$ cat src/dtc_pkg.sv
// Function
// - clock field picks fc/2^11, /2^7, /2^5, /2^3, reserved, /2, fc, or own pin
// - run bit 0 stops counting and clears the counter; 1 starts counting
// - lower mode codes: 001 divider output, 010 8-bit PWM, 011 16-bit cascade
// - upper mode codes: divider, PWM8, reserved, 16-bit timer, warm-up, PWM16, pulse generation
// - in cascade the source clock comes from the lower clock field
// - in cascade run and flop preset come from the upper timer's bits
// - mode, clock and preset written together with the start take effect at start
// - flop preset bit: 0 clears the output flop, 1 sets it
// - each timer has a control, a period and a pulse-width register of 8 bits
// - timer mode counts internal ticks; period match raises interrupt and clears counter
// - event mode counts falling pin edges with identical match behaviour
`default_nettype none
package dtc_pkg;
  // register byte addresses on the wishbone slave
  localparam logic [7:0] OFF_A_PERIOD = 8'h00;
  localparam logic [7:0] OFF_A_PW = 8'h04;
  localparam logic [7:0] OFF_A_CTRL = 8'h08;
  localparam logic [7:0] OFF_B_PERIOD = 8'h0c;
  localparam logic [7:0] OFF_B_PW = 8'h10;
  localparam logic [7:0] OFF_B_CTRL = 8'h14;
  localparam logic [7:0] OFF_IRQ_STATUS = 8'h18;
  localparam logic [7:0] OFF_IRQ_MASK = 8'h1c;
  localparam logic [7:0] OFF_COUNT = 8'h20;
  // reset values and interrupt status bit numbers
  localparam logic [7:0] REG8_RESET = 8'h00;
  localparam logic [1:0] IRQ_RESET = 2'h0;
  localparam logic PIN_IDLE = 1'b1;
  localparam int unsigned IRQ_A = 0;
  localparam int unsigned IRQ_B = 1;
  // clock select codes
  localparam logic [2:0] CK_DIV11 = 3'h0;
  localparam logic [2:0] CK_DIV7 = 3'h1;
  localparam logic [2:0] CK_DIV5 = 3'h2;
  localparam logic [2:0] CK_DIV3 = 3'h3;
  localparam logic [2:0] CK_RSVD = 3'h4;
  localparam logic [2:0] CK_DIV1 = 3'h5;
  localparam logic [2:0] CK_FC = 3'h6;
  localparam logic [2:0] CK_PIN = 3'h7;
  // mode codes, shared by both control registers
  localparam logic [2:0] MODE_TIMER = 3'h0;
  localparam logic [2:0] MODE_PDO = 3'h1;
  localparam logic [2:0] MODE_PWM8 = 3'h2;
  localparam logic [2:0] MODE_CASCADE = 3'h3;
  localparam logic [2:0] MODE_T16 = 3'h4;
  localparam logic [2:0] MODE_WARM = 3'h5;
  localparam logic [2:0] MODE_PWM16 = 3'h6;
  localparam logic [2:0] MODE_PPG = 3'h7;
  // counter ranges and prescaler taps
  localparam logic [15:0] TOP8 = 16'h00ff;
  localparam logic [15:0] TOP16 = 16'hffff;
  localparam int unsigned PRE_W = 11;
  localparam int unsigned TAP11 = 11;
  localparam int unsigned TAP7 = 7;
  localparam int unsigned TAP5 = 5;
  localparam int unsigned TAP3 = 3;
  localparam int unsigned TAP1 = 1;
  typedef struct packed {
    logic out_flop_preset;
    logic [2:0] clock_select;
    logic run;
    logic [2:0] mode_select;
  } dtc_ctrl_t;
  localparam dtc_ctrl_t CTRL_RESET = '0;
  typedef struct packed {
    logic div11;
    logic div7;
    logic div5;
    logic div3;
    logic div1;
    logic div0;
  } dtc_taps_t;
  typedef struct packed {
    logic [15:0] cnt;
    logic flop;
    logic [15:0] pw_act;
    logic hit;
  } dtc_step_t;
  typedef struct packed {
    logic cyc;
    logic stb;
    logic we;
    logic [7:0] adr;
    logic [3:0] sel;
    logic [31:0] dat;
  } dtc_wb_req_t;
  typedef enum logic [1:0] {
    BUS_IDLE = 2'h1,
    BUS_ACK = 2'h2
  } dtc_bus_t;
endpackage
`default_nettype wire

$ cat src/dtc_timer_top.sv
// Chosen here: the address map and the Wishbone interface to the registers.
`default_nettype none
module dtc_timer_top (
  input wire logic mclk,
  input wire logic rst,
  input wire dtc_pkg::dtc_wb_req_t wb_req,
  output logic [31:0] wb_dat_o,
  output logic wb_ack_o,
  input wire logic timer_a_event_input_pin,
  input wire logic timer_b_event_input_pin,
  output logic timer_a_out,
  output logic timer_b_out,
  output logic timer_match_interrupt
);
  import dtc_pkg::*;

  typedef struct packed {
    dtc_bus_t bus;
    logic ack;
    logic [31:0] dat;
    dtc_ctrl_t timer_a_control;
    dtc_ctrl_t timer_b_control;
    logic [7:0] timer_a_period;
    logic [7:0] timer_a_pulse_width;
    logic [7:0] timer_b_period;
    logic [7:0] timer_b_pulse_width;
    logic [7:0] a_pw_act;
    logic [7:0] b_pw_act;
    logic [7:0] a_cnt;
    logic [7:0] b_cnt;
    logic a_flop;
    logic b_flop;
    logic [1:0] irq_status;
    logic [1:0] irq_mask;
    logic irq;
  } dtc_top_state_t;

  dtc_top_state_t st_reg;
  dtc_top_state_t st_next;
  dtc_taps_t taps;
  logic tick_a;
  logic tick_b;
  logic cascade;
  logic [2:0] mode_a8;
  logic [2:0] mode_b8;
  dtc_step_t step_a;
  dtc_step_t step_b;
  dtc_step_t step_16;
  logic [1:0] hits;
  logic bus_take;
  logic bus_wr;
  logic [1:0] irq_clear;
  logic [31:0] rd_data;

  // shared prescaler, one source mux per timer
  dtc_prescaler u_pre (
    .mclk(mclk),
    .rst(rst),
    .taps(taps)
  );

  dtc_tick_sel u_sel_a (
    .mclk(mclk),
    .rst(rst),
    .taps(taps),
    .clock_select(st_reg.timer_a_control.clock_select),
    .event_pin(timer_a_event_input_pin),
    .tick(tick_a)
  );

  dtc_tick_sel u_sel_b (
    .mclk(mclk),
    .rst(rst),
    .taps(taps),
    .clock_select(st_reg.timer_b_control.clock_select),
    .event_pin(timer_b_event_input_pin),
    .tick(tick_b)
  );

  // one counting step for any width; top masks the count to 8 or 16 bits
  function automatic dtc_step_t dtc_step(
    input logic run,
    input logic [2:0] mode,
    input logic preset,
    input logic [15:0] cnt,
    input logic [15:0] period,
    input logic [15:0] pw_reg,
    input logic [15:0] pw_act,
    input logic flop,
    input logic tick,
    input logic [15:0] top
  );
    dtc_step_t r;
    logic [15:0] nxt;
    r.cnt = cnt;
    r.flop = flop;
    r.pw_act = pw_act;
    r.hit = 1'b0;
    nxt = (cnt + 16'h0001) & top;
    if (!run) begin
      r.cnt = '0;
      r.flop = preset;
      r.pw_act = pw_reg;
    end else begin
      // outside pwm the width is used as written, so it must stay put while running
      if (mode != MODE_PWM8 && mode != MODE_PWM16) begin
        r.pw_act = pw_reg;
      end
      if (tick) begin
        case (mode)
          MODE_TIMER, MODE_T16, MODE_WARM: begin
            if (nxt == period) begin
              r.cnt = '0;
              r.hit = 1'b1;
            end else begin
              r.cnt = nxt;
            end
          end
          MODE_PDO: begin
            if (nxt == period) begin
              r.cnt = '0;
              r.flop = ~flop;
              r.hit = 1'b1;
            end else begin
              r.cnt = nxt;
            end
          end
          MODE_PWM8, MODE_PWM16: begin
            r.cnt = nxt;
            if (nxt == pw_act) begin
              r.flop = ~flop;
            end
            // new width is taken only at wrap, which is what makes running rewrites safe
            if (cnt == top) begin
              r.flop = preset;
              r.pw_act = pw_reg;
              r.hit = 1'b1;
            end
          end
          MODE_PPG: begin
            if (nxt == period) begin
              r.cnt = '0;
              r.flop = preset;
              r.hit = 1'b1;
            end else begin
              r.cnt = nxt;
              if (nxt == pw_act) begin
                r.flop = ~flop;
              end
            end
          end
          default: begin
            r.cnt = cnt;
          end
        endcase
      end
    end
    return r;
  endfunction

  // counting for both timers, separate or cascaded
  always_comb begin
    cascade = st_reg.timer_a_control.mode_select == MODE_CASCADE;
    // 16-bit codes are meaningless on a lone 8-bit timer; the hold code parks it
    mode_a8 = st_reg.timer_a_control.mode_select[2] ? MODE_CASCADE : st_reg.timer_a_control.mode_select;
    mode_b8 = st_reg.timer_b_control.mode_select[2] ? MODE_CASCADE : st_reg.timer_b_control.mode_select;
    step_a = dtc_step(st_reg.timer_a_control.run, mode_a8, st_reg.timer_a_control.out_flop_preset,
                      {8'h00, st_reg.a_cnt}, {8'h00, st_reg.timer_a_period},
                      {8'h00, st_reg.timer_a_pulse_width}, {8'h00, st_reg.a_pw_act},
                      st_reg.a_flop, tick_a, TOP8);
    step_b = dtc_step(st_reg.timer_b_control.run, mode_b8, st_reg.timer_b_control.out_flop_preset,
                      {8'h00, st_reg.b_cnt}, {8'h00, st_reg.timer_b_period},
                      {8'h00, st_reg.timer_b_pulse_width}, {8'h00, st_reg.b_pw_act},
                      st_reg.b_flop, tick_b, TOP8);
    step_16 = dtc_step(st_reg.timer_b_control.run, st_reg.timer_b_control.mode_select,
                       st_reg.timer_b_control.out_flop_preset,
                       {st_reg.b_cnt, st_reg.a_cnt},
                       {st_reg.timer_b_period, st_reg.timer_a_period},
                       {st_reg.timer_b_pulse_width, st_reg.timer_a_pulse_width},
                       {st_reg.b_pw_act, st_reg.a_pw_act},
                       st_reg.b_flop, tick_a, TOP16);
  end

  // bus decode and read mux
  always_comb begin
    bus_take = (st_reg.bus == BUS_IDLE) && wb_req.cyc && wb_req.stb;
    bus_wr = bus_take && wb_req.we && wb_req.sel[0];
    irq_clear = (bus_wr && wb_req.adr == OFF_IRQ_STATUS) ? wb_req.dat[1:0] : 2'h0;
    case (wb_req.adr)
      OFF_A_PERIOD: rd_data = {24'h000000, st_reg.timer_a_period};
      OFF_A_PW: rd_data = {24'h000000, st_reg.timer_a_pulse_width};
      OFF_A_CTRL: rd_data = {24'h000000, st_reg.timer_a_control};
      OFF_B_PERIOD: rd_data = {24'h000000, st_reg.timer_b_period};
      OFF_B_PW: rd_data = {24'h000000, st_reg.timer_b_pulse_width};
      OFF_B_CTRL: rd_data = {24'h000000, st_reg.timer_b_control};
      OFF_IRQ_STATUS: rd_data = {30'h0, st_reg.irq_status};
      OFF_IRQ_MASK: rd_data = {30'h0, st_reg.irq_mask};
      OFF_COUNT: rd_data = {14'h0, st_reg.b_flop, st_reg.a_flop, st_reg.b_cnt, st_reg.a_cnt};
      default: rd_data = 32'h00000000;
    endcase
  end

  // next state: counters first, then software writes to configuration
  always_comb begin
    st_next = st_reg;
    if (cascade) begin
      st_next.a_cnt = step_16.cnt[7:0];
      st_next.b_cnt = step_16.cnt[15:8];
      st_next.a_pw_act = step_16.pw_act[7:0];
      st_next.b_pw_act = step_16.pw_act[15:8];
      st_next.a_flop = st_reg.timer_a_control.out_flop_preset;
      st_next.b_flop = step_16.flop;
      hits = {step_16.hit, 1'b0};
    end else begin
      st_next.a_cnt = step_a.cnt[7:0];
      st_next.b_cnt = step_b.cnt[7:0];
      st_next.a_pw_act = step_a.pw_act[7:0];
      st_next.b_pw_act = step_b.pw_act[7:0];
      st_next.a_flop = step_a.flop;
      st_next.b_flop = step_b.flop;
      hits = {step_b.hit, step_a.hit};
    end
    // a hit in the same cycle as a write-one clear survives
    st_next.irq_status = (st_reg.irq_status & ~irq_clear) | hits;
    // classic wishbone: ack for one cycle, then a forced idle cycle
    case (st_reg.bus)
      BUS_IDLE: begin
        if (bus_take) begin
          st_next.bus = BUS_ACK;
          st_next.ack = 1'b1;
          st_next.dat = wb_req.we ? 32'h00000000 : rd_data;
        end
      end
      BUS_ACK: begin
        st_next.bus = BUS_IDLE;
        st_next.ack = 1'b0;
        st_next.dat = 32'h00000000;
      end
      default: begin
        st_next.bus = BUS_IDLE;
        st_next.ack = 1'b0;
      end
    endcase
    // register writes; a control write applies mode, clock and preset with the start
    if (bus_wr) begin
      case (wb_req.adr)
        OFF_A_PERIOD: st_next.timer_a_period = wb_req.dat[7:0];
        OFF_A_PW: st_next.timer_a_pulse_width = wb_req.dat[7:0];
        OFF_A_CTRL: st_next.timer_a_control = wb_req.dat[7:0];
        OFF_B_PERIOD: st_next.timer_b_period = wb_req.dat[7:0];
        OFF_B_PW: st_next.timer_b_pulse_width = wb_req.dat[7:0];
        OFF_B_CTRL: st_next.timer_b_control = wb_req.dat[7:0];
        OFF_IRQ_MASK: st_next.irq_mask = wb_req.dat[1:0];
        default: st_next.dat = st_next.dat;
      endcase
    end
    st_next.irq = |(st_next.irq_status & st_next.irq_mask);
  end

  always_ff @(posedge mclk or posedge rst) begin
    if (rst) begin
      st_reg <= '{bus: BUS_IDLE, ack: 1'b0, dat: '0,
                  timer_a_control: CTRL_RESET, timer_b_control: CTRL_RESET,
                  timer_a_period: REG8_RESET, timer_a_pulse_width: REG8_RESET,
                  timer_b_period: REG8_RESET, timer_b_pulse_width: REG8_RESET,
                  a_pw_act: REG8_RESET, b_pw_act: REG8_RESET, a_cnt: REG8_RESET, b_cnt: REG8_RESET,
                  a_flop: 1'b0, b_flop: 1'b0, irq_status: IRQ_RESET, irq_mask: IRQ_RESET, irq: 1'b0};
    end else begin
      st_reg <= st_next;
    end
  end

  // all outputs straight from the state register
  assign wb_dat_o = st_reg.dat;
  assign wb_ack_o = st_reg.ack;
  assign timer_a_out = st_reg.a_flop;
  assign timer_b_out = st_reg.b_flop;
  assign timer_match_interrupt = st_reg.irq;

  logic [2:0] a_ck;
  logic [15:0] cnt16;
  logic [15:0] per16;
  logic [15:0] pw16;
  assign a_ck = st_reg.timer_a_control.clock_select;
  assign cnt16 = {st_reg.b_cnt, st_reg.a_cnt};
  assign per16 = {st_reg.timer_b_period, st_reg.timer_a_period};
  assign pw16 = {st_reg.timer_b_pulse_width, st_reg.timer_a_pulse_width};
endmodule
`default_nettype wire

$ cat src/dtc_prescaler.sv
`default_nettype none
module dtc_prescaler (
  input wire logic mclk,
  input wire logic rst,
  output dtc_pkg::dtc_taps_t taps
);
  import dtc_pkg::*;
  typedef struct packed {
    logic [PRE_W-1:0] cnt;
  } dtc_pre_state_t;
  dtc_pre_state_t st_reg;
  dtc_pre_state_t st_next;
  // free-running divider of the system high clock
  always_comb begin
    st_next = st_reg;
    st_next.cnt = st_reg.cnt + {{(PRE_W-1){1'b0}}, 1'b1};
  end
  always_ff @(posedge mclk or posedge rst) begin
    if (rst) begin
      st_reg <= '0;
    end else begin
      st_reg <= st_next;
    end
  end
  // one-cycle tap pulses; all-ones low bits give one pulse per 2^k clocks
  always_comb begin
    taps.div11 = &st_reg.cnt[TAP11-1:0];
    taps.div7 = &st_reg.cnt[TAP7-1:0];
    taps.div5 = &st_reg.cnt[TAP5-1:0];
    taps.div3 = &st_reg.cnt[TAP3-1:0];
    taps.div1 = &st_reg.cnt[TAP1-1:0];
    taps.div0 = 1'b1;
  end
endmodule
`default_nettype wire

$ cat src/dtc_tick_sel.sv
`default_nettype none
module dtc_tick_sel (
  input wire logic mclk,
  input wire logic rst,
  input wire dtc_pkg::dtc_taps_t taps,
  input wire logic [2:0] clock_select,
  input wire logic event_pin,
  output logic tick
);
  import dtc_pkg::*;
  typedef struct packed {
    logic pin_prev;
  } dtc_sel_state_t;
  dtc_sel_state_t st_reg;
  dtc_sel_state_t st_next;
  // remember the pin so a falling edge becomes one tick
  always_comb begin
    st_next = st_reg;
    st_next.pin_prev = event_pin;
  end
  always_ff @(posedge mclk or posedge rst) begin
    if (rst) begin
      st_reg <= '{pin_prev: PIN_IDLE};
    end else begin
      st_reg <= st_next;
    end
  end
  // source clock mux; the reserved code never ticks so a stray setting freezes the counter
  always_comb begin
    case (clock_select)
      CK_DIV11: tick = taps.div11;
      CK_DIV7: tick = taps.div7;
      CK_DIV5: tick = taps.div5;
      CK_DIV3: tick = taps.div3;
      CK_DIV1: tick = taps.div1;
      CK_FC: tick = taps.div0;
      CK_PIN: tick = st_reg.pin_prev & ~event_pin;
      default: tick = 1'b0;
    endcase
  end
endmodule
`default_nettype wire

$ cat config.mk
export PLATFORM = sky130hd
export DESIGN_NAME = dtc_timer_top
export DESIGN_NICKNAME = d
export VERILOG_FILES = /design/src/dtc_pkg.sv /design/src/dtc_timer_top.sv /design/src/dtc_prescaler.sv /design/src/dtc_tick_sel.sv
export SDC_FILE = /design/constraint.sdc
export NUM_CORES = 1
export LEC_CHECK = 0
export ABC_AREA = 1
export BUFFER_PORTS_ARGS = -buffer_cell sky130_fd_sc_hd__buf_4
export CAP_MARGIN = 20
export CORE_MARGIN = 10
export CORE_UTILIZATION = 30
export DETAILED_ROUTE_END_ITERATION = 16
export GPL_TIMING_DRIVEN = 0
export HOLD_SLACK_MARGIN = 0.15
export PLACE_DENSITY = 0.48
export SYNTH_ARGS = -nofsm -noshare
export SYNTH_HDL_FRONTEND = slang
export SYNTH_SLANG_ARGS = --single-unit
export TNS_END_PERCENT = 10
$ cat constraint.sdc
create_clock -name mclk -period 10.6 [get_ports mclk]
set_clock_uncertainty 0.1 [all_clocks]
set_input_delay 0.53 -clock mclk [delete_from_list [all_inputs] [get_ports mclk]]
set_output_delay 0.53 -clock mclk [all_outputs]
set_load 0.01 [all_outputs]
==> metrics.md <==
| Metric | Value |
|---|---|
| Overall via count from detail_route | `8,126` |
| Share of power burned in registers | `40.3%` |
| Area overhead of the layout relative to synthesis | `18.3%` |
| Total standard cell area after synthesis | `0.00823 sq mm` |
| Outcome | `completed` |
| Die height | `186 microns` |
| Net switching share of the total power | `25.4%` |
| Number of H-tree levels | `4` |
| Final Setup Violations | `0` |
| Largest area contributor in the synthesized netlist | `sky130_fd_sc_hd__dfrtp_1` |
| Starting density of the core | `30.6%` |
| Netlist cell types | `51` |
| Final Core Density | `36.1%` |
| Class of the tightest hold or removal check | `in -> reg` |
| Data arrival time of the critical path | `3.24 ns` |
| Number of enable flip-flop cells after synthesis | `0` |
| Internal power component | `0.000858 W` |
| Worst path required time | `approximately 11 ns` |
| Count of clock tree sinks | `between 100 and 150` |
| Cell count after synthesis | `1,171` |
| Number of filler cells placed in the layout | `2,944` |
| CP endpoint kind | `flop` |
| Final design area excluding fillers | `between 0.009 and 0.01 sq mm` |
| Clock transition at the registers of the reported paths | `0.06 ns` |
| Crit path launch type | `flop` |
| Clk root buf | `sky130_fd_sc_hd__clkbuf_16` |
| Fin crit share | `between 20 and 30%` |
| Main area contributors after synthesis | `sky130_fd_sc_hd__dfrtp_1 36%, sky130_fd_sc_hd__nand2_1 14%, sky130_fd_sc_hd__o21ai_0 7.8%` |
| Combinational power share | `4.3%` |
| Commonest cells after routing, fill and taps aside | `300 x sky130_fd_sc_hd__nand2_1, 148 x sky130_fd_sc_hd__inv_1, 128 x sky130_fd_sc_hd__o21ai_0` |
| Mapped Avg Cell Area | `between 7 and 8 sq um` |
| Mean number of vias per cell | `5.06` |
| Hold Slack | `0.277 ns` |
| Total wirelength of the detailed-routed design | `29,800 microns` |
| Number of rows created at floorplan | `60` |
| Actual transition at the worst max-transition pin | `1.07 ns` |
| Number of remaining DRC errors | `0` |
| Logic depth of the worst path, buffers included | `12` |
| Post-synth top flop | `sky130_fd_sc_hd__dfrtp_1` |
| Total count of hold-check failures in the final report | `0` |
| Resize count post-CTS | `0` |
| Largest net degree at the start of global routing | `88` |
| Overflow left after global routing | `0` |
| GRT Resource Usage Total | `17.7%` |
| Proportion of synthesized flip-flops having asynchronous set or reset | `100%` |
| Number of buffers inserted by port buffering | `45` |
| Leakage | `4.52 nW` |
| Sw power | `0.000293 W` |
| Detail Placement HPWL | `~23,000 microns` |
| Largest voltage drop on the vdd net | `0.0604 mV` |
| Mean routed wirelength per cell | `18.5 microns` |
| Number of violations of the max-capacitance limit | `0` |
| Via count of the first global-routing pass | `7,859` |
| Yosys warning total | `0` |
| Fmax | `0.329 GHz` |
| Top-level port count | `87` |
| Number of buffer and inverter instances along the worst setup path | `4` |
| Unrepaired setup endpoints after global routing | `no` |
| Total of flip-flops plus latches after synthesis | `120` |
| Power density over cell area | `118 mW/mm^2` |
| Cell-by-cell listing of the critical path | `ha_1, nand3_2, inv_2, nand2_2, inv_2, a21oi_1, inv_1, nand2_1, nand2_2, buf_2, a21oi_1, a32oi_1` |
| Final net count | `between 1,000 and 1,500` |
| Number of antenna violations at the first check in global routing | `1` |
| Max_slew headroom | `between 20% and 30%` |
| Critical setup path kind | `reg -> reg` |
| Seq/Total Area, Yosys | `36.5%` |
| Clock tree from TritonCTS | `built` |
| DIE WIDTH | `about 190 microns` |
| TritonCTS Buffers | `17` |
| Clock network power share | `55.4%` |
| Overall die area | `0.0345 sq mm` |
| Maximum net fanout on the critical path | `10` |
| Largest register FFs | `35` |
| Core Region | `approximately 0.027 sq mm` |
| Final Max Tran Viols | `0` |
| Slowest cell on crit path | `sky130_fd_sc_hd__a21oi_1` |
| Post-route setup TNS | `0 ns` |
| Insertion delay to the later sink of the worst-skew pair | `0.43 ns` |
| Proportion of netlist area held by the largest area contributor | `between 30% and 40%` |
| Commonest non-fill, non-tap cell in the layout | `sky130_fd_sc_hd__nand2_1` |
| Number of buffers on the longest clock path | `2` |
| First-pass GRT wire length | `46,500 microns` |
| Number of design-rule violations left by the first detailed-router iteration | `approximately 620` |
| Number of stages on the worst hold path | `3` |
| Layout cell share with drive strength beyond 1 | `13.8%` |
| Crit path time final | `3.04 ns` |
| Final weighted congestion of routability-driven global placement | `0.931` |
| Detailed-router iteration count before antenna repair | `5` |
| CP peak stage delay | `roughly 0.56 ns` |
| Depth of the worst register-to-register path | `12` |
| Placed Area | `0.00908 sq mm` |
| Category of cells accounting for the largest share of critical-path delay | `compound AO/OA/AOI/OAI gates` |
| Number of routed nets with antenna violations | `0` |
## kinds of logic (layout without fill, tap and decap cells)
family / Yosys count / count (layout) / synth area share, %
buffers and inverters: 216 / 297 / 11.5
other: 1 / 15 / 0.0455
adder cells (fa/ha/maj): 11 / 11 / 1.67
XOR/XNOR: 27 / 27 / 2.96
AO/OA/AOI/OAI: 272 / 272 / 19.3
flip-flops: 120 / 120 / 36.5
AND/OR/NAND/NOR: 524 / 524 / 28.0
## synth_stat cells, types with 2 or more instances
cell / instances
sky130_fd_sc_hd__a2111oi_0: 3
sky130_fd_sc_hd__a21oi_1: 42
sky130_fd_sc_hd__a21oi_2: 2
sky130_fd_sc_hd__a221oi_1: 5
sky130_fd_sc_hd__a31oi_1: 3
sky130_fd_sc_hd__a32o_1: 3
sky130_fd_sc_hd__a32oi_1: 2
sky130_fd_sc_hd__buf_2: 6
sky130_fd_sc_hd__buf_4: 34
sky130_fd_sc_hd__clkbuf_1: 19
sky130_fd_sc_hd__dfrtp_1: 117
sky130_fd_sc_hd__dfstp_2: 3
sky130_fd_sc_hd__ha_1: 11
sky130_fd_sc_hd__inv_1: 149
sky130_fd_sc_hd__inv_2: 6
sky130_fd_sc_hd__nand2_1: 300
sky130_fd_sc_hd__nand2_2: 12
sky130_fd_sc_hd__nand3_1: 72
sky130_fd_sc_hd__nand3_2: 6
sky130_fd_sc_hd__nand3b_1: 3
sky130_fd_sc_hd__nand4_1: 8
sky130_fd_sc_hd__nor2_1: 78
sky130_fd_sc_hd__nor2_2: 12
sky130_fd_sc_hd__nor2_4: 5
sky130_fd_sc_hd__nor3_1: 15
sky130_fd_sc_hd__nor4_1: 5
sky130_fd_sc_hd__o211ai_1: 38
sky130_fd_sc_hd__o21ai_0: 128
sky130_fd_sc_hd__o21ai_1: 14
sky130_fd_sc_hd__o21ai_2: 2
sky130_fd_sc_hd__o221ai_1: 2
sky130_fd_sc_hd__o22ai_1: 22
sky130_fd_sc_hd__or2_1: 2
sky130_fd_sc_hd__xnor2_1: 5
sky130_fd_sc_hd__xor2_1: 21
## final cells by class
type	instances	area (sq um)	area share [%]
inverters	156	591	6.06
diodes	1	2.50	0.0257
multi-input cells	848	4330	44.5
well taps	341	427	4.38
clock inverters	15	204	2.09
plain buffers	60	360	3.70
clock buffers	17	425	4.37
flip-flops and latches	120	3010	30.9
repair buffers	49	395	4.06
## per-stage QoR
stage / setup WS, ns / cells / power (W)
detailed placement: 7.45 / 1571 / 0.000521
global route: 7.31 / 1606 / 0.00119
finish: 7.56 / 1607 / 0.00115
global placement: 4.99 / 1570 / 0.000520
floorplan: 6.79 / 1184 / 0.000498
CTS: 7.57 / 1606 / 0.00116
## worst paths after layout
check,start,end,slack [ns]
worst max-delay path,cnt16[0],st_reg[38],7.56
worst min-delay path,wb_req[46],st_reg[121],0.28
worst max register to register,cnt16[0],st_reg[38],7.56
worst min register to register,st_reg[76],st_reg[76],0.39
max in group asynchronous,rst,u_sel_a.st_reg,9.09
min in group asynchronous,rst,wb_dat_o[12],0.54
## layer usage
layer  wire, microns  GRT usage, %
met1           13800          24.0
met4             423          5.42
met2           13800          28.2
met3            1810          2.87
met5               0             0
## repair_timing
action | CTS | global route
buffers inserted | 0 | 0
hold buffers | 3 | 0
endpoints found under the hold margin | 35 | 0
## worst reg2reg max path: stages, from the launching register on
cell	delay [ns]
sky130_fd_sc_hd__dfrtp_1	0.50
sky130_fd_sc_hd__ha_1	0.30
sky130_fd_sc_hd__nand3_2	0.16
sky130_fd_sc_hd__inv_2	0.08
sky130_fd_sc_hd__nand2_2	0.15
sky130_fd_sc_hd__inv_2	0.12
sky130_fd_sc_hd__a21oi_1	0.56
sky130_fd_sc_hd__inv_1	0.15
sky130_fd_sc_hd__nand2_1	0.18
sky130_fd_sc_hd__nand2_2	0.12
sky130_fd_sc_hd__buf_2	0.23
sky130_fd_sc_hd__a21oi_1	0.19
sky130_fd_sc_hd__a32oi_1	0.08
## power groups by stage
stage	Clock, W	Combinational (W)	Sequential, W
detailed placement	0	0.0000493	0.000472
global route	0.000668	0.0000560	0.000464
finish	0.000637	0.0000496	0.000464
global placement	0	0.0000475	0.000472
CTS	0.000650	0.0000503	0.000463
floorplan	0	0.0000271	0.000471
Note: power is estimated with default switching activity, not from simulation.
